<file path="config.mk">
export PLATFORM = sky130hd
export DESIGN_NAME = pwm_freq_top
export DESIGN_NICKNAME = d
export VERILOG_FILES = /design/src/pca_pkg.sv /design/src/pwm_freq_top.sv /design/src/compare_bank.sv
export VERILOG_INCLUDE_DIRS = /design/src /design/src/src
export SDC_FILE = /design/constraint.sdc
export NUM_CORES = 1
export LEC_CHECK = 0
export ABC_AREA = 1
export ABC_CLOCK_PERIOD_IN_PS = 2400
export BUFFER_PORTS_ARGS = -buffer_cell sky130_fd_sc_hd__buf_2
export CORE_MARGIN = 4
export CORE_UTILIZATION = 58
export DETAILED_ROUTE_END_ITERATION = 8
export PLACE_DENSITY_LB_ADDON = 0.05
export SLEW_MARGIN = 5
export SYNTH_ARGS = -nofsm -noshare
export SYNTH_HDL_FRONTEND = slang
export SYNTH_SLANG_ARGS = --single-unit
export TNS_END_PERCENT = 1
</file>
<file path="constraint.sdc">
create_clock -name clk_sys -period 2.4 [get_ports clk_sys]
set_input_delay 0.12 -clock clk_sys [delete_from_list [all_inputs] [get_ports clk_sys]]
set_output_delay 0.12 -clock clk_sys [all_outputs]
set_load 0.05 [all_outputs]
</file>
<file path="src/pca_regs.svh">
// Constants for the frequency output and 9/10/11-bit pulse width slice of the counter array.
// Assumes the includer supplies the counter value and counter tick from the shared counter block.
`ifndef PCA_REGS_SVH
`define PCA_REGS_SVH

// Register addresses
`define CFG_ADDR 8'hF4
`define CP_LO_BASE 8'hE9
`define CP_HI_BASE 8'hEA
`define CP_STRIDE 8'h02
`define NUM_MOD 2

// Configuration field positions
`define CFG_RELOAD_BANK_SELECT_BIT 7
`define CFG_OVERFLOW_IRQ_ENABLE_BIT 6
`define CFG_CYCLE_OVERFLOW_FLAG_BIT 5
`define CFG_CLSEL_LSB 0
`define CFG_RESET 8'h00

// Cycle masks for 8, 9, 10 and 11-bit lengths
`define MASK_8 11'h0FF
`define MASK_9 11'h1FF
`define MASK_10 11'h3FF
`define MASK_11 11'h7FF

// Compare bank reset values
`define CP_RESET 16'h0000
`define AR_RESET 16'h0000

`endif

</file>
<file path="src/pca_pkg.sv">
// Types shared by the pulse width top and its compare bank.
// Assumes pca_regs.svh is on the include path.
`include "pca_regs.svh"

package pca_pkg;

  // Special function register access, one cycle per strobe
  typedef struct packed {
    logic [7:0] addr;
    logic wr;
    logic rd;
    logic [7:0] wdata;
  } sfr_req_s;

  // Per-module mode bits kept in the module mode register elsewhere
  typedef struct packed {
    logic toggle_enable;
    logic pulse_width_enable;
    logic match_flag_enable;
  } mod_ctl_s;

  // Cycle configuration register contents
  typedef struct packed {
    logic reload_bank_select;
    logic overflow_irq_enable;
    logic cycle_overflow_flag;
    logic [1:0] cycle_length_select;
  } cfg_s;

  typedef enum logic [1:0] {
    MODE_OTHER,
    MODE_FREQ,
    MODE_NBIT
  } chan_mode_e;

  // Mode decode from the enables and the cycle length
  function automatic chan_mode_e decode_mode(input logic ecom, input mod_ctl_s ctl, input logic [1:0] clsel);
    chan_mode_e m;
    m = MODE_OTHER;
    if (ecom && ctl.toggle_enable && ctl.pulse_width_enable) begin
      m = MODE_FREQ;
    end else if (ecom && ctl.pulse_width_enable && !ctl.toggle_enable && clsel != 2'b00) begin
      m = MODE_NBIT;
    end
    return m;
  endfunction

  // Counter bits that make up one cycle
  function automatic logic [10:0] cycle_mask(input logic [1:0] clsel);
    logic [10:0] m;
    m = `MASK_8;
    case (clsel)
      2'b00: m = `MASK_8;
      2'b01: m = `MASK_9;
      2'b10: m = `MASK_10;
      2'b11: m = `MASK_11;
      default: m = `MASK_8;
    endcase
    return m;
  endfunction

endpackage

</file>
<file path="src/pwm_freq_top.sv">
// Frequency output and 9/10/11-bit pulse width modes of the counter array modules,
// with the cycle configuration register on the special function register bus.
// Assumes the shared counter block supplies the counter value and a one-cycle tick
// in the clock where the counter has just taken its new value.
`timescale 1ns/1ps
`include "pca_regs.svh"

module pwm_freq_top (
  input wire logic clk_sys,
  input wire logic rst_n,
  input wire pca_pkg::sfr_req_s sfr_req,
  input wire logic [15:0] array_main_counter,
  input wire logic counter_tick,
  input wire pca_pkg::mod_ctl_s [`NUM_MOD-1:0] mod_ctl,
  output logic [7:0] sfr_rdata,
  output logic [`NUM_MOD-1:0] module_output_pin,
  output logic [`NUM_MOD-1:0] module_event_set,
  output logic [`NUM_MOD-1:0] comparator_enable,
  output logic counter_irq
);
  import pca_pkg::*;

  ////////////////////////////////////////////////////////////////////////////
  // State

  typedef struct packed {
    cfg_s cfg;
    logic [`NUM_MOD-1:0] pin;
    logic [`NUM_MOD-1:0] evt;
    logic irq;
    logic [7:0] rdata;
  } top_s;

  top_s s_q;
  top_s s_d;

  // Compare bank ports
  logic [`NUM_MOD-1:0] wr_lo;
  logic [`NUM_MOD-1:0] wr_hi;
  logic [`NUM_MOD-1:0] reload_now;
  logic [`NUM_MOD-1:0] lo_load;
  logic [7:0] lo_val [`NUM_MOD];
  logic [15:0] cp [`NUM_MOD];
  logic [15:0] ar [`NUM_MOD];
  logic [`NUM_MOD-1:0] ecom;

  // Shared cycle signals
  logic [10:0] mask;
  logic [10:0] cnt_low;
  logic cycle_ovf;
  logic cfg_wr;
  logic cfg_rd;

  ////////////////////////////////////////////////////////////////////////////
  // Address decode, used for both write routing and read mux

  function automatic logic is_lo_addr(input logic [7:0] a, input int idx);
    logic [7:0] base;
    base = `CP_LO_BASE + 8'(idx) * `CP_STRIDE;
    return a == base;
  endfunction

  function automatic logic is_hi_addr(input logic [7:0] a, input int idx);
    logic [7:0] base;
    base = `CP_HI_BASE + 8'(idx) * `CP_STRIDE;
    return a == base;
  endfunction

  // Configuration register image as software sees it
  function automatic logic [7:0] cfg_image(input cfg_s c);
    logic [7:0] v;
    v = 8'h00;
    v[`CFG_RELOAD_BANK_SELECT_BIT] = c.reload_bank_select;
    v[`CFG_OVERFLOW_IRQ_ENABLE_BIT] = c.overflow_irq_enable;
    v[`CFG_CYCLE_OVERFLOW_FLAG_BIT] = c.cycle_overflow_flag;
    v[`CFG_CLSEL_LSB +: 2] = c.cycle_length_select;
    return v;
  endfunction

  ////////////////////////////////////////////////////////////////////////////
  // Cycle boundary detect

  // Overflow out of bit N shows as the low N bits wrapping to zero
  always_comb begin
    mask = cycle_mask(s_q.cfg.cycle_length_select);
    cnt_low = array_main_counter[10:0] & mask;
    cycle_ovf = counter_tick && (cnt_low == 11'h000);
    cfg_wr = sfr_req.wr && (sfr_req.addr == `CFG_ADDR);
    cfg_rd = sfr_req.rd && (sfr_req.addr == `CFG_ADDR);
  end

  ////////////////////////////////////////////////////////////////////////////
  // Compare bank write strobes

  always_comb begin
    for (int i = 0; i < `NUM_MOD; i++) begin
      wr_lo[i] = sfr_req.wr && is_lo_addr(sfr_req.addr, i);
      wr_hi[i] = sfr_req.wr && is_hi_addr(sfr_req.addr, i);
    end
  end

  ////////////////////////////////////////////////////////////////////////////
  // Compare banks, one per module

  genvar g;
  generate
    for (g = 0; g < `NUM_MOD; g++) begin : gen_bank
      compare_bank u_bank (
        .clk_sys(clk_sys),
        .rst_n(rst_n),
        .wr_lo(wr_lo[g]),
        .wr_hi(wr_hi[g]),
        .bank_sel(s_q.cfg.reload_bank_select),
        .wdata(sfr_req.wdata),
        .reload_now(reload_now[g]),
        .lo_load(lo_load[g]),
        .lo_val(lo_val[g]),
        .compare_value(cp[g]),
        .reload_value(ar[g]),
        .comparator_enable(ecom[g])
      );
    end
  endgenerate

  ////////////////////////////////////////////////////////////////////////////
  // Configuration register, module outputs, read data, interrupt

  always_comb begin
    chan_mode_e mode;
    logic [7:0] w;
    logic ovf_set;
    mode = MODE_OTHER;
    w = sfr_req.wdata;
    ovf_set = 1'b0;
    s_d = s_q;

    // Software write; flag bit can be set or cleared here
    if (cfg_wr) begin
      s_d.cfg.reload_bank_select = w[`CFG_RELOAD_BANK_SELECT_BIT];
      s_d.cfg.overflow_irq_enable = w[`CFG_OVERFLOW_IRQ_ENABLE_BIT];
      s_d.cfg.cycle_overflow_flag = w[`CFG_CYCLE_OVERFLOW_FLAG_BIT];
      s_d.cfg.cycle_length_select = w[`CFG_CLSEL_LSB +: 2];
    end

    // Per-module compare behaviour
    for (int i = 0; i < `NUM_MOD; i++) begin
      mode = decode_mode(ecom[i], mod_ctl[i], s_q.cfg.cycle_length_select);
      reload_now[i] = 1'b0;
      lo_load[i] = 1'b0;
      lo_val[i] = cp[i][7:0];
      s_d.evt[i] = 1'b0;
      case (mode)
        MODE_FREQ: begin
          if (counter_tick && array_main_counter[7:0] == cp[i][7:0]) begin
            s_d.pin[i] = ~s_q.pin[i];
            // 8-bit sum wraps, so a zero high byte steps a full 256
            lo_val[i] = cp[i][7:0] + cp[i][15:8];
            lo_load[i] = 1'b1;
          end
          if (counter_tick && mod_ctl[i].match_flag_enable && array_main_counter == cp[i]) begin
            s_d.evt[i] = 1'b1;
          end
        end
        MODE_NBIT: begin
          if (cycle_ovf) begin
            s_d.pin[i] = 1'b0;
            reload_now[i] = 1'b1;
          end
          // Match after the low drive: a zero compare gives full duty
          if (counter_tick && cnt_low == (cp[i][10:0] & mask)) begin
            s_d.pin[i] = 1'b1;
            s_d.evt[i] = mod_ctl[i].match_flag_enable;
          end
        end
        MODE_OTHER: begin
          // Reload value has no effect here
          reload_now[i] = 1'b0;
        end
        default: begin
          reload_now[i] = 1'b0;
        end
      endcase
    end

    // Flag tracks the selected bit in every mode; hardware set beats a clear
    ovf_set = cycle_ovf;
    if (ovf_set) begin
      s_d.cfg.cycle_overflow_flag = 1'b1;
    end

    // Interrupt follows the next flag through the enable
    s_d.irq = s_d.cfg.overflow_irq_enable && s_d.cfg.cycle_overflow_flag;

    // Read data captured on the read strobe; unmapped reads give zero
    if (sfr_req.rd) begin
      s_d.rdata = 8'h00;
      if (cfg_rd) begin
        s_d.rdata = cfg_image(s_q.cfg);
      end
      for (int i = 0; i < `NUM_MOD; i++) begin
        if (is_lo_addr(sfr_req.addr, i)) begin
          s_d.rdata = s_q.cfg.reload_bank_select ? ar[i][7:0] : cp[i][7:0];
        end
        if (is_hi_addr(sfr_req.addr, i)) begin
          s_d.rdata = s_q.cfg.reload_bank_select ? ar[i][15:8] : cp[i][15:8];
        end
      end
    end
  end

  ////////////////////////////////////////////////////////////////////////////
  // State register

  always_ff @(posedge clk_sys) begin
    if (!rst_n) begin
      s_q.cfg <= cfg_s'(5'h00);
      s_q.pin <= '0;
      s_q.evt <= '0;
      s_q.irq <= 1'b0;
      s_q.rdata <= 8'h00;
    end else begin
      s_q <= s_d;
    end
  end

  ////////////////////////////////////////////////////////////////////////////
  // Outputs, all from flip-flops

  assign sfr_rdata = s_q.rdata;
  assign module_output_pin = s_q.pin;
  assign module_event_set = s_q.evt;
  assign comparator_enable = ecom;
  assign counter_irq = s_q.irq;

endmodule

</file>
<file path="src/compare_bank.sv">
// Compare value and auto-reload value of one module, with its comparator enable.
// Assumes write strobes are one-cycle pulses already decoded by the top.
`timescale 1ns/1ps
`include "pca_regs.svh"

module compare_bank (
  input wire logic clk_sys,
  input wire logic rst_n,
  input wire logic wr_lo,
  input wire logic wr_hi,
  input wire logic bank_sel,
  input wire logic [7:0] wdata,
  input wire logic reload_now,
  input wire logic lo_load,
  input wire logic [7:0] lo_val,
  output logic [15:0] compare_value,
  output logic [15:0] reload_value,
  output logic comparator_enable
);
  import pca_pkg::*;

  typedef struct packed {
    logic [15:0] cp;
    logic [15:0] ar;
    logic ecom;
  } bank_s;

  bank_s s_q;
  bank_s s_d;

  ////////////////////////////////////////////////////////////////////////////
  // Next state: software writes first, hardware updates override
  always_comb begin
    s_d = s_q;
    if (wr_lo) begin
      if (bank_sel) begin
        s_d.ar[7:0] = wdata;
      end else begin
        s_d.cp[7:0] = wdata;
      end
      s_d.ecom = 1'b0;
    end
    if (wr_hi) begin
      if (bank_sel) begin
        s_d.ar[15:8] = wdata;
      end else begin
        s_d.cp[15:8] = wdata;
      end
      s_d.ecom = 1'b1;
    end
    // Hardware wins so a cycle boundary never skips a reload
    if (reload_now) begin
      s_d.cp = s_q.ar;
    end
    if (lo_load) begin
      s_d.cp[7:0] = lo_val;
    end
  end

  ////////////////////////////////////////////////////////////////////////////
  // State register
  always_ff @(posedge clk_sys) begin
    if (!rst_n) begin
      s_q <= '{cp: `CP_RESET, ar: `AR_RESET, ecom: 1'b0};
    end else begin
      s_q <= s_d;
    end
  end

  assign compare_value = s_q.cp;
  assign reload_value = s_q.ar;
  assign comparator_enable = s_q.ecom;

endmodule

</file>
### Word-level counts from Yosys, hierarchy flattened

Cells that the tools add are included.

* register bits: 84

* $add $sub $neg: 2
* reduce and logical (&&, ||, !) cells: 49
* equality and inequality tests: 30
* multiplexer cells: 53
* bitwise operators: 5

Operators with widths (number)
* $mux W8: 20
* $pmux W11 S4: 1
* $eq A8 B8 Y1 const B: 5
* $and A11 B11 Y11: 3
* $eq A16 B16 Y1: 2
* $mux W16: 2
* $logic_and A1 B1 Y1: 26
* $eq A11 B11 Y1: 2
* $mux W1: 21
* $add A8 B8 Y8: 2
* $eq A8 B8 Y1: 2
* $reduce_bool A2 Y1: 7
* $ne A2 B2 Y1 const B: 6
* $reduce_and A2 Y1: 6
* $logic_not A11 Y1: 1
* $eq A2 B2 Y1 const B: 4
* $mux W2: 4
* $pmux W1 S2: 4
* $reduce_and A4 Y1: 2
* $eq A2 B1 Y1 const B: 3
* $ne A3 B1 Y1 const B: 2
* $ne A3 B3 Y1 const B: 2
* $reduce_and A3 Y1: 2
* $reduce_bool A3 Y1: 2
* 5 further kinds: 8

### Longest topological paths before layout

Gate-level depths: netlist (run 1).

* depth in word-level cells: 9
* gate-level depth with buffers: 13
* mapped depth without buffers: 12

### By module

Synthesis (run 1) repeated with hierarchy kept, for this count alone.

* cell total of the unflattened synthesis: 950
* area, all modules: 6004.5 µm²

Modules (own cells, without submodules)
* pwm_freq_top: times used 1, cells an instance 534, area an instance 3069.2 µm², seq. area each 360.3 µm²
* compare_bank: times used 2, cells an instance 208, area an instance 1467.7 µm², seq. area each 660.6 µm²

### Least setup slack after synthesis (run 1)

Ideal clock, no wire load.

* path type: register -> register
* start point: register gen_bank[1].u_bank.s_q, in the netlist gen_bank[1].u_bank.compare_value[8]
* end point: register gen_bank[1].u_bank.s_q, in the netlist gen_bank[1].u_bank.compare_value[4]
* data required time: 2.336 ns
* arrival time: 1.593 ns
* path slack: 0.743 ns
* setup time: 0.064 ns
* cell stages (with the launch flop): 12
* cells stage by stage: dfxtp_1 > ha_1 > inv_1 > fa_1 > inv_1 > nand3_1 > nand2_1 > xor2_1 > nand4_1 > nand2_1 > nor2_1 > nor2_1

* cells in the longest elaborated chain, start to end: 4

Ends and longest elaborated chain
* start, declared: RTL line compare_bank.sv:28 `bank_s s_q;`
* start signal, assigned: RTL line compare_bank.sv:64 `` s_q <= '{cp: `CP_RESET, ar: `AR_RESET, ecom: 1'b0}; ``
* $add A8 B8 Y8: RTL line pwm_freq_top.sv:157 `lo_val[i] = cp[i][7:0] + cp[i][15:8];`
* $mux W8: RTL line pwm_freq_top.sv:154 `if (counter_tick && array_main_counter[7:0] == cp[i][7:0]) begin`
* $mux W8: RTL line pwm_freq_top.sv:152 `case (mode)`
* $mux W8: RTL line compare_bank.sv:55 `if (lo_load) begin`

Every way passes these cells. The select of a mux whose other input is x is not followed.
A chain may end at the register's enable or synchronous reset.

### Final worst setup path (run 1)

* start point: register s_q[14] (netlist bit)
* end point: register gen_bank[0].u_bank.s_q, in the netlist gen_bank[0].u_bank.compare_value[5]

* cells in the longest elaborated chain, start to end: 9
* elaborated cells between the ends (all ways): 24
* those cells by class: 8 x eq/ne; 8 x mux; 1 x bitwise; 7 x reduce/logical

Ends and longest elaborated chain
* start, declared: RTL line pwm_freq_top.sv:34 `top_s s_q;`
* $eq A2 B2 Y1, or another cell as far along: RTL line pca_pkg.sv:52 `case (clsel)`
* $pmux W11 S4: RTL line pca_pkg.sv:52
* $and A11 B11 Y11: RTL line pwm_freq_top.sv:86 `cnt_low = array_main_counter[10:0] & mask;`
* $logic_not A11 Y1: RTL line pwm_freq_top.sv:87 `cycle_ovf = counter_tick && (cnt_low == 11'h000);`
* $logic_and A1 B1 Y1: RTL line pwm_freq_top.sv:87
* $mux W1: RTL line pwm_freq_top.sv:165 `if (cycle_ovf) begin`
* $mux W1: RTL line pwm_freq_top.sv:152
* $ne A3 B1 Y1 (no line), or another cell as far along
* $reduce_and A4 Y1 (no line) / $mux W8 (equally long branches)
* end signal, assigned: RTL line compare_bank.sv:64
* end, declared: RTL line compare_bank.sv:28

Several ways; a longest one is shown, not always the timed one. The select of a mux whose other input is x is not followed.

==> impl_results.md, run 1 <==
- Run status: completed
- Cts bufs inserted: 9
- Category of the most critical setup path: reg -> reg
- Number of H-tree branching levels: 3
- Met2 layer usage reported by global route: 0.518
- Detailed-placement wirelength estimate: 15300 µm
- Global-route wire length before repair: 31800 µm
- Clock Sink Count: 84
- Share of post-route cells with drive strength above 1: 0.122
- End point of the worst hold path: module_event_set[0]
- Slew at the pin with the worst max-slew slack: 0.504 ns
- Final Hold Fails: 0
- Number of global-route vias before repair: 6140
- Overall die width: 112 µm
- Post-synth cell types: 45
- Number of nets with antenna violations after routing: 0
- Die outline area: 12500 µm²
- Total via count after detailed routing: 6676
- Count of pins over their slew limit: 0
- Initial Util: 0.600
- Max Fanout on Critical Path: 21
- Number of flip-flops and latches in the synthesized netlist: 84
- Number of I/O pins: 58
- Number of synthesized flops with an enable pin: 0
- Largest area contributor in the synthesized netlist: sky130_fd_sc_hd__dfxtp_1
- Post-CTS Hold Fix Bufs: 0
- Cell types occupying the most area after synthesis: sky130_fd_sc_hd__dfxtp_1 (27%), sky130_fd_sc_hd__nand2_1 (18%), sky130_fd_sc_hd__nor2_1 (7.1%)
- Setup WS pre-CTS: 0.407 ns
- Startpoint type of the worst setup path: register
- Post-route DRC: 0
- Worst Setup Slack, final: 0.347 ns
- Yosys warning count: 0
- Net count after synthesis: 1072
- Maximum vdd drop: 0.489 mV
- Vertical die dimension: 112 µm
- Lkg Pwr: 0.00336 µW
- Antenna violations before repair: 0
- Start of the worst register-to-register path: s_q[14]
- Power density over the cells: 415 nW/µm²
- Worst slew margin: 0.663
- Area of the placeable core: 10400 µm²
- CTS tree: built
- Total standard cell area after synthesis: 6230 µm²
- Clock Skews: 0.0102 ns
- Unrepaired setup endpoints after global routing: no
- Final-report setup violation count: 0
- Buffers added on ports: 57
- Post-route clock period utilization: 0.855
- Maximum number of pins on one net before global-route repair: 43
- Hold Crit Start: mod_ctl[0]
- Worst setup startpoint: s_q[14]
- CTS Buffer Depth: 2
- Post-synthesis async set-or-reset flop share: 0
- DR vias/cell: 5.65
- Sequential fraction of the synthesis area: 0.270
- Element type at the critical path end: register
- Synthesized area divided by synthesized cell count: 6.15 µm²
- Capture point of the worst reg-to-reg path: gen_bank[0].u_bank.compare_value[5]
- CTS Root Cell: sky130_fd_sc_hd__clkbuf_8
- Met1 GRT Util: 0.416
- Shortest period the worst path allows: 2.05 ns
- Most common library cell in the layout ignoring fill and taps: sky130_fd_sc_hd__nand2_1
- Share of the synthesized area in the top cell type: 0.270
- # Post-CTS Setup Buffers: 0
- Count of nets after finishing: 1099
- Req. time, crit path: 2.68 ns
- Number of cells on the worst hold path: 3
- Total gr overflow: 0
- Maximum operating frequency: 487 MHz
- DRT Wirelength: 20200 µm
- Maxcap violations: 0
- GRT Max-Usage Layer: met2
- Reg2Reg Depth: 9
- Total global-route track usage: 0.323
- Clk Latency, worst-skew pair: 0.39 ns
- Number of detailed-routing iterations run before antenna repair: 5
- Number of instances in the synthesized netlist: 1013
- Post_cts resized: 0
- Register-to-Register Setup Slack: 0.35 ns
- Routability-driven placement congestion ratio: 0.975
- Leading cell types in the layout, fill and taps excluded: sky130_fd_sc_hd__nand2_1 (299), sky130_fd_sc_hd__nor2_1 (118), sky130_fd_sc_hd__inv_1 (100)
- Routed len/inst: 17.1 µm
- Path category of the worst min-delay check: in -> reg
- Data arrival time of the worst path: 2.34 ns
- Antenna diode count: 0
- Sum Neg Setup Slack: 0 ns
- Clock transition at the registers of the reported paths: 0.09 ns
- Main synth FF type: sky130_fd_sc_hd__dfxtp_1
- Count of routing violations after the opening detailed-route iteration: 770
- Fraction of met3 tracks used by global routing: 0.0717
- FP Rows: 37
- Layout-stage area growth over the synthesis result: 7.34%
==> state kept, by name, summed over array words and instances, names as in the netlist <==
register / count
counter_irq: 1
s_q: 5
module_event_set: 2
module_output_pin: 2
gen_bank.u_bank.reload_value: 32
gen_bank.u_bank.compare_value: 32
gen_bank.u_bank.comparator_enable: 2
sfr_rdata: 8
==> power by group <==
group | leakage [µW] | internal, µW | switching [µW] | total (µW)
registers | 0.000677 | 1400 | 2.83 | 1400
logic | 0.00259 | 81.8 | 185 | 267
clock network | 0.0000991 | 516 | 593 | 1110
total | 0.00336 | 1990 | 781 | 2780
==> worst max-delay path, stage by stage, from the launching register on <==
cell and delay (ns):
sky130_fd_sc_hd__dfxtp_1 0.52, sky130_fd_sc_hd__nor2_4 0.12, sky130_fd_sc_hd__nor3_4 0.33, sky130_fd_sc_hd__nand3_4 0.28, sky130_fd_sc_hd__nand2_1 0.23, sky130_fd_sc_hd__inv_2 0.10
sky130_fd_sc_hd__nand2_4 0.13, sky130_fd_sc_hd__nand2_1 0.08, sky130_fd_sc_hd__nor2_1 0.11, sky130_fd_sc_hd__nor2_1 0.04
==> how the worst max path moves through the flow <==
stage	slack (ns)	endpoint	cells past startpoint
floorplan	0.74	gen_bank[1].u_bank.compare_value[4]	11
global placement	0.45	gen_bank[1].u_bank.compare_value[4]	11
detailed placement	0.41	gen_bank[0].u_bank.compare_value[5]	9
CTS	0.39	gen_bank[0].u_bank.compare_value[5]	9
global route	0.13	gen_bank[0].u_bank.compare_value[5]	9
finish	0.35	gen_bank[0].u_bank.compare_value[5]	9
==> area by class of cell <==
class	count	area [µm²]
multi-input cells	763	3800
fillers	1042	3690
flip-flops and latches	84	1680
inverters	111	417
repair buffers	71	403
well taps	136	170
clock buffers	10	138
clock inverters	6	71.3
==> per-layer routing <==
| layer | share of wire | wire (µm) |
|---|---|---|
| met1 | 0.42 | 8500 |
| met2 | 0.45 | 9120 |
| met3 | 0.080 | 1620 |
| met4 | 0.048 | 969 |
| met5 | 0 | 0 |
==> synthesized netlist by cell type, types with 5 or more instances <==
library cell,number
sky130_fd_sc_hd__nand2_1,299
sky130_fd_sc_hd__nor2_1,118
sky130_fd_sc_hd__inv_1,100
sky130_fd_sc_hd__dfxtp_1,84
sky130_fd_sc_hd__nand3_1,80
sky130_fd_sc_hd__o21ai_0,71
sky130_fd_sc_hd__a21oi_1,43
sky130_fd_sc_hd__nand4_1,28
sky130_fd_sc_hd__clkbuf_1,20
sky130_fd_sc_hd__buf_4,18
sky130_fd_sc_hd__xnor2_1,17
sky130_fd_sc_hd__ha_1,14
sky130_fd_sc_hd__buf_2,11
sky130_fd_sc_hd__o21ai_1,11
sky130_fd_sc_hd__xor2_1,10
sky130_fd_sc_hd__inv_2,9
sky130_fd_sc_hd__o21bai_1,7
sky130_fd_sc_hd__nor3_1,6
sky130_fd_sc_hd__nor4_1,6
sky130_fd_sc_hd__buf_6,5
sky130_fd_sc_hd__nor2_4,5
sky130_fd_sc_hd__o211ai_1,5
sky130_fd_sc_hd__or2_2,5
==> logic make-up after synthesis <==
family	Yosys count	synth area share
and+or+nand+nor	571	0.409
buffers and inverters	166	0.119
xor gates and xnor gates	27	0.0380
adders and majority gates	16	0.0346
AOI/OAI and AO/OA	148	0.128
muxes	1	0.00161
DFF	84	0.270
==> through the flow <==
step,cell area (µm²),hold slack (ns),power (µW),util,instances
after CTS,6680,0.00762,2770,0.644,1181
after global placement,6470,0.421,1690,0.624,1165
final,6680,0.0123,2780,0.644,1181
after detailed placement,6470,0.424,1690,0.624,1165
after floorplan,6230,0.281,1590,-,1013
after global routing,6680,0.0269,2870,0.644,1181
Note: power is estimated with default switching activity, not from simulation.
==> run 2: changes to the inputs <==
- ABC_CLOCK_PERIOD_IN_PS: 2400 -> 1800
- CORE_UTILIZATION: 58 -> 55
- clock period: 2.4 -> 1.8 ns (I/O delays scaled with it)
==> impl_results.md, run 2 (synthesis gave the netlist of run 1 again) <==
- Sum Neg Setup Slack: 0 ns
- FP Rows: 38
- Count of pins over their slew limit: 0
- Final instance count without filler cells: 1222
- Maximum operating frequency: 580 MHz
- Post-route clock period utilization: 0.958
- Worst Setup Slack, final: 0.0761 ns
- Category of the most critical setup path: reg -> reg
- Total global-route track usage: 0.319
- Finished Cell Area: 7110 µm²
- Total gr overflow: 0
- Worst slew margin: 0.695
- Leading cell types in the layout, fill and taps excluded: sky130_fd_sc_hd__nand2_1 (297), sky130_fd_sc_hd__nor2_1 (115), sky130_fd_sc_hd__inv_1 (99)
- Area of the placeable core: 10900 µm²
- Footprint of the multi-input gates: 3830 µm²
- Max Fanout on Critical Path: 11
- Slew at the pin with the worst max-slew slack: 0.457 ns
- Maximum number of pins on one net before global-route repair: 44
- Run status: completed
- Antenna diode count: 0
- CTS tree: built
- Startpoint type of the worst setup path: register
- Final-report setup violation count: 0
- Fillers: 1086
- Routability-driven placement congestion ratio: 1.00
- Clock transition at the registers of the reported paths: 0.06 ns
- Setup WS pre-CTS: 0.0508 ns
- Initial Util: 0.569
- Crit path max-delay family: simple AND/OR/NAND/NOR gates
- Detailed-placement wirelength estimate: 16000 µm
- Most common library cell in the layout ignoring fill and taps: sky130_fd_sc_hd__nand2_1
- Clock Sink Count: 84
- DR vias/cell: 5.55
- CTS Root Cell: sky130_fd_sc_hd__clkbuf_16
- Critical path, cell by cell: nand2_1 > nor3_4 > nand3_4 > buf_4 > inv_2 > nand2_1 > nand3_1 > a21oi_1 > nor2_1
- Critical path buffer and inverter count: 2
- Core utilization of the finished layout: 0.650
- Clk Latency, worst-skew pair: 0.35 ns
- Antenna violations before repair: 0
- Share of post-route cells with drive strength above 1: 0.165
- Number of H-tree branching levels: 3
- Final Hold Fails: 0
- Vertical die dimension: 114 µm
- Number of cells on the worst hold path: 3
- Layout-stage area growth over the synthesis result: 14.2%
- Lkg Pwr: 0.00361 µW
- Count of nets after finishing: 1136
- Number of nets with antenna violations after routing: 0
- Number of I/O pins: 58
- Die outline area: 13100 µm²
- Shortest period the worst path allows: 1.72 ns
- Cell area after placement: 6760 µm²
- Count of routing violations after the opening detailed-route iteration: 960
- Data arrival time of the worst path: 2.01 ns
- Crit path depth: 9
- Element type at the critical path end: register
- Routed len/inst: 16.8 µm
- Library cell contributing the largest single delay on the critical path: sky130_fd_sc_hd__dfxtp_1
- Number of global-route vias before repair: 6037
- Global-route wire length before repair: 32100 µm
- Sequential standard cell area: 1690 µm²
- DRT Wirelength: 20500 µm
- Number of detailed-routing iterations run before antenna repair: 6
- Maxcap violations: 0
- Post-route DRC: 0
- Cts bufs inserted: 9
- Stage delay of the slowest cell on the critical path: 0.38 ns
- Dpl cells: 1206
- Maximum vdd drop: 0.722 mV
- Crit path top cell by count: sky130_fd_sc_hd__nand2_1
- Power density over the cells: 583 nW/µm²
- Req. time, crit path: 2.08 ns
- CTS Buffer Depth: 2
- Buffers added on ports: 57
- Overall die width: 114 µm
- Clock Skews: 0.00706 ns
- Reg2Reg Depth: 9
- Unrepaired setup endpoints after global routing: yes
- Total via count after detailed routing: 6776
- Path category of the worst min-delay check: in -> reg
[run 2: changes by cell type in the layout (fill, tap and decap cells not counted), sizes merged]
cell,previous run,this run
buf,71,108
clkbuf,10,13
clkinv,4,2
inv,110,109
[run 2: worst register-to-register path, cell delays in order (launching register included)]
cell	delay (ns)
sky130_fd_sc_hd__dfxtp_1	0.38
sky130_fd_sc_hd__nand2_1	0.23
sky130_fd_sc_hd__nor3_4	0.28
sky130_fd_sc_hd__nand3_4	0.11
sky130_fd_sc_hd__buf_4	0.19
sky130_fd_sc_hd__inv_2	0.15
sky130_fd_sc_hd__nand2_1	0.10
sky130_fd_sc_hd__nand3_1	0.08
sky130_fd_sc_hd__a21oi_1	0.06
sky130_fd_sc_hd__nor2_1	0.09
[run 2: repair_timing]
| action | in CTS | in global routing |
|---|---|---|
| setup buffers | 0 | 0 |
| resized for setup | 0 | 22 |
| hold buffers | 0 | 0 |
| setup endpoints to repair | 0 | 22 |
[run 2: power by group]
group	switching, µW	leakage, µW	total [µW]	internal [µW]
registers	4.33	0.000681	1870	1860
logic	247	0.00278	363	116
clock network	764	0.000142	1920	1150
[run 2: worst paths after layout]
kind                                              from                                   to  slack [ns]
hold / removal                              mod_ctl[0]                  module_event_set[0]        0.03
setup reg to reg  gen_bank[0].u_bank.comparator_enable  gen_bank[0].u_bank.compare_value[6]        0.08
hold reg to reg                           sfr_rdata[5]                         sfr_rdata[5]        0.47
setup / recovery  gen_bank[0].u_bank.comparator_enable  gen_bank[0].u_bank.compare_value[6]        0.08
[run 2: metal layers]
metal,GRT usage,share of wire,vias to the layer above
met4,0.113,0.028,0
met1,0.452,0.43,3011
li1,-,-,3374
met5,0,0,-
met2,0.477,0.43,345
met3,0.0719,0.12,46
[run 2: final cells by class]
type | count | share of cell area
Clock inverter | 3 | 0.00634
Timing Repair Buffer | 108 | 0.0963
Sequential cell | 84 | 0.238
Multi-Input combinational cell | 763 | 0.539
Clock buffer | 13 | 0.0366
Inverter | 111 | 0.0590
Tap cell | 140 | 0.0246
[run 2: per-stage QoR]
stage | hold slack (ns) | total power (µW)
after floorplan | 0.251 | 2120
after global placement | 0.380 | 2260
after detailed placement | 0.386 | 2260
after CTS | 0.0225 | 4150
after global routing | 0.0445 | 4260
final | 0.0263 | 4150
==> run 3: changes to the inputs <==
- SYNTH_HIERARCHICAL: unset -> 1
==> impl_results.md, run 3 <==
- Run status: complete, but fails checks
- Violated checks: setup timing
- Final Hold Fails: 0
- Maximum number of pins on one net before global-route repair: 46
- Total via count after detailed routing: 6858
- Slew at the pin with the worst max-slew slack: 0.541 ns
- Footprint of the multi-input gates: 4010 µm²
- Share of the synthesized area in the top cell type: 0.280
- Req. time, crit path: 2.08 ns
- Power density over the cells: 508 nW/µm²
- Shortest period the worst path allows: 1.98 ns
- CTS Buffer Depth: 2
- Fillers: 927
- Crit path max-delay family: simple AND/OR/NAND/NOR gates
- Stage delay of the slowest cell on the critical path: 0.37 ns
- Number of nets with antenna violations after routing: 0
- DR vias/cell: 5.58
- Clock transition at the registers of the reported paths: 0.10 ns
- Yosys warning count: 6
- Sequential fraction of the synthesis area: 0.280
- Number of detailed-routing iterations run before antenna repair: 5
- Sequential standard cell area: 1720 µm²
- Category of the most critical setup path: reg -> reg
- Maximum vdd drop: 0.513 mV
- Startpoint type of the worst setup path: register
- Post-synth cell types: 45
- Critical path, cell by cell: buf_6 > nand2_2 > nand2_2 > nor2_4 > nand3_4 > nor3_4 > buf_6 > nand2_4 > o21ai_2 > inv_1 > nand2_2 > nand2_2 > nor2_2 > nor2_1
- Final-report setup violation count: 13
- Cell area after placement: 6940 µm²
- CTS tree: built
- Number of I/O pins: 58
- Clk Latency, worst-skew pair: 0.39 ns
- DRT Wirelength: 21400 µm
- Clock Skews: 0.0122 ns
- Total global-route track usage: 0.326
- Detailed-placement wirelength estimate: 15600 µm
- Initial Util: 0.574
- Share of post-route cells with drive strength above 1: 0.295
- Sum Neg Setup Slack: -1.21 ns
- Net count after synthesis: 1009
- Total gr overflow: 0
- Max Fanout on Critical Path: 4
- CTS Root Cell: sky130_fd_sc_hd__clkbuf_8
- Antenna diode count: 0
- Cell types occupying the most area after synthesis: sky130_fd_sc_hd__dfxtp_1 (28%), sky130_fd_sc_hd__nand2_1 (17%), sky130_fd_sc_hd__nor2_1 (8.6%)
- Element type at the critical path end: register
- Global-route wire length before repair: 32300 µm
- Most common library cell in the layout ignoring fill and taps: sky130_fd_sc_hd__nand2_1
- Post-layout total power: 3890 µW
- Cts bufs inserted: 9
- Data arrival time of the worst path: 2.26 ns
- Path category of the worst min-delay check: in -> reg
- Main synth FF type: sky130_fd_sc_hd__dfxtp_1
- Final Hold Slack: 0.0663 ns
- Worst Setup Slack, final: -0.179 ns
- Leading cell types in the layout, fill and taps excluded: sky130_fd_sc_hd__nand2_1 (256), sky130_fd_sc_hd__nor2_1 (126), sky130_fd_sc_hd__buf_4 (99)
- Unrepaired setup endpoints after global routing: yes
- Vertical die dimension: 112 µm
- Number of H-tree branching levels: 3
- Number of instances in the synthesized netlist: 950
- Number of flip-flops and latches in the synthesized netlist: 84
- Maxcap violations: 0
- Dpl cells: 1198
- Count of pins over their slew limit: 0
- Worst slew margin: 0.639
- Finished Cell Area: 7660 µm²
- Overall die width: 112 µm
- Clock Sink Count: 84
- FP Rows: 37
- Library cell contributing the largest single delay on the critical path: sky130_fd_sc_hd__dfxtp_4
- Final instance count without filler cells: 1228
- Post-route DRC: 0
- Total standard cell area after synthesis: 6000 µm²
- Antenna violations before repair: 0
- Largest area contributor in the synthesized netlist: sky130_fd_sc_hd__dfxtp_1
- Number of global-route vias before repair: 6071
- Layout-stage area growth over the synthesis result: 27.6%
- Routed len/inst: 17.4 µm
- Post-route clock period utilization: 1.10
- Number of synthesized flops with an enable pin: 0
- Count of routing violations after the opening detailed-route iteration: 908
- Lkg Pwr: 0.00341 µW
- Synthesized area divided by synthesized cell count: 6.32 µm²
- Crit path top cell by count: sky130_fd_sc_hd__nand2_2
- Area of the placeable core: 10500 µm²
- Count of nets after finishing: 1146
- Most frequent cell after synthesis: sky130_fd_sc_hd__nand2_1
- Maximum operating frequency: 505 MHz
- Post-synthesis async set-or-reset flop share: 0
- Critical path buffer and inverter count: 3
- Commonest cells in the synthesized netlist: sky130_fd_sc_hd__nand2_1 (267), sky130_fd_sc_hd__nor2_1 (137), sky130_fd_sc_hd__dfxtp_1 (84), sky130_fd_sc_hd__nand3_1 (68), sky130_fd_sc_hd__inv_1 (64)
- Die outline area: 12700 µm²
- Buffers added on ports: 57
- Routability-driven placement congestion ratio: 1.02
[run 3: cell count changes after synthesis, sizes merged, moves of 16 or more]
cell,before,now
inv,109,78
nand2,304,278
a21oi,44,64
clkbuf,20,2
nor2,128,146
o21ai,82,98
[run 3: through the flow]
stage	setup WS, ns	utilization
final	-0.179	0.732
after global routing	-0.316	0.732
after CTS	-0.0898	0.698
after detailed placement	-0.145	0.663
after global placement	-0.0512	0.663
after floorplan	-0.0309	-
[run 3: cell type report]
class / instances / share of cell area
Clock buffer: 11 / 0.0212
Sequential cell: 84 / 0.225
Inverter: 78 / 0.0398
Tap cell: 136 / 0.0222
Clock inverter: 5 / 0.0106
Timing Repair Buffer: 169 / 0.158
Multi-Input combinational cell: 745 / 0.523
[run 3: cells by family (layout without fill, tap and decap cells)]
| kind of cell | Yosys count | after routing | synth area share |
|---|---|---|---|
| AND/OR/NAND/NOR | 521 | 521 | 0.375 |
| AO/OA/AOI/OAI | 180 | 180 | 0.165 |
| buffers and inverters | 121 | 263 | 0.102 |
| flip-flops | 84 | 84 | 0.280 |
| XOR/XNOR | 26 | 26 | 0.0379 |
| adder cells (fa/ha/maj) | 16 | 16 | 0.0358 |
| multiplexers | 2 | 2 | 0.00333 |
[run 3: tightest hold or removal path, delay by kind of cell]
| kind | cells | cell delay (ns) |
|---|---|---|
| and+or+nand+nor | 1 | 0.13 |
| buffers and inverters | 1 | 0.13 |
| AOI/OAI and AO/OA | 1 | 0.07 |
[run 3: final timing paths]
check                                                         start  slack, ns                             endpoint  depth (start not counted)
worst max-delay path            gen_bank[0].u_bank/compare_value[0]      -0.18  gen_bank[0].u_bank/compare_value[6]                         14
worst min-delay path                                     sfr_req[9]       0.07                              s_q[16]                          3
worst max register to register  gen_bank[0].u_bank/compare_value[0]      -0.18  gen_bank[0].u_bank/compare_value[6]                         14
worst min register to register                         sfr_rdata[2]       0.47                         sfr_rdata[2]                          2
[run 3: repair_timing]
item	in CTS	in global routing
setup buffers	0	11
hold buffers	2	0
hold endpoints to repair	2	0
resized for setup	31	78
pin swaps	4	25
cloned	0	1
endpoints found under the setup margin	25	33
[run 3: report_power, final]
part	internal (µW)	leakage (µW)	switching (µW)
clock	904	0.000121	767
sequential	1850	0.000688	1.97
combinational	124	0.00260	247
total	2880	0.00341	1020
[run 3: routing by layer]
metal	routed length, µm	GRT usage
met5	0	0
met4	473	0.0994
met3	2530	0.0836
met2	9040	0.461
met1	9330	0.483
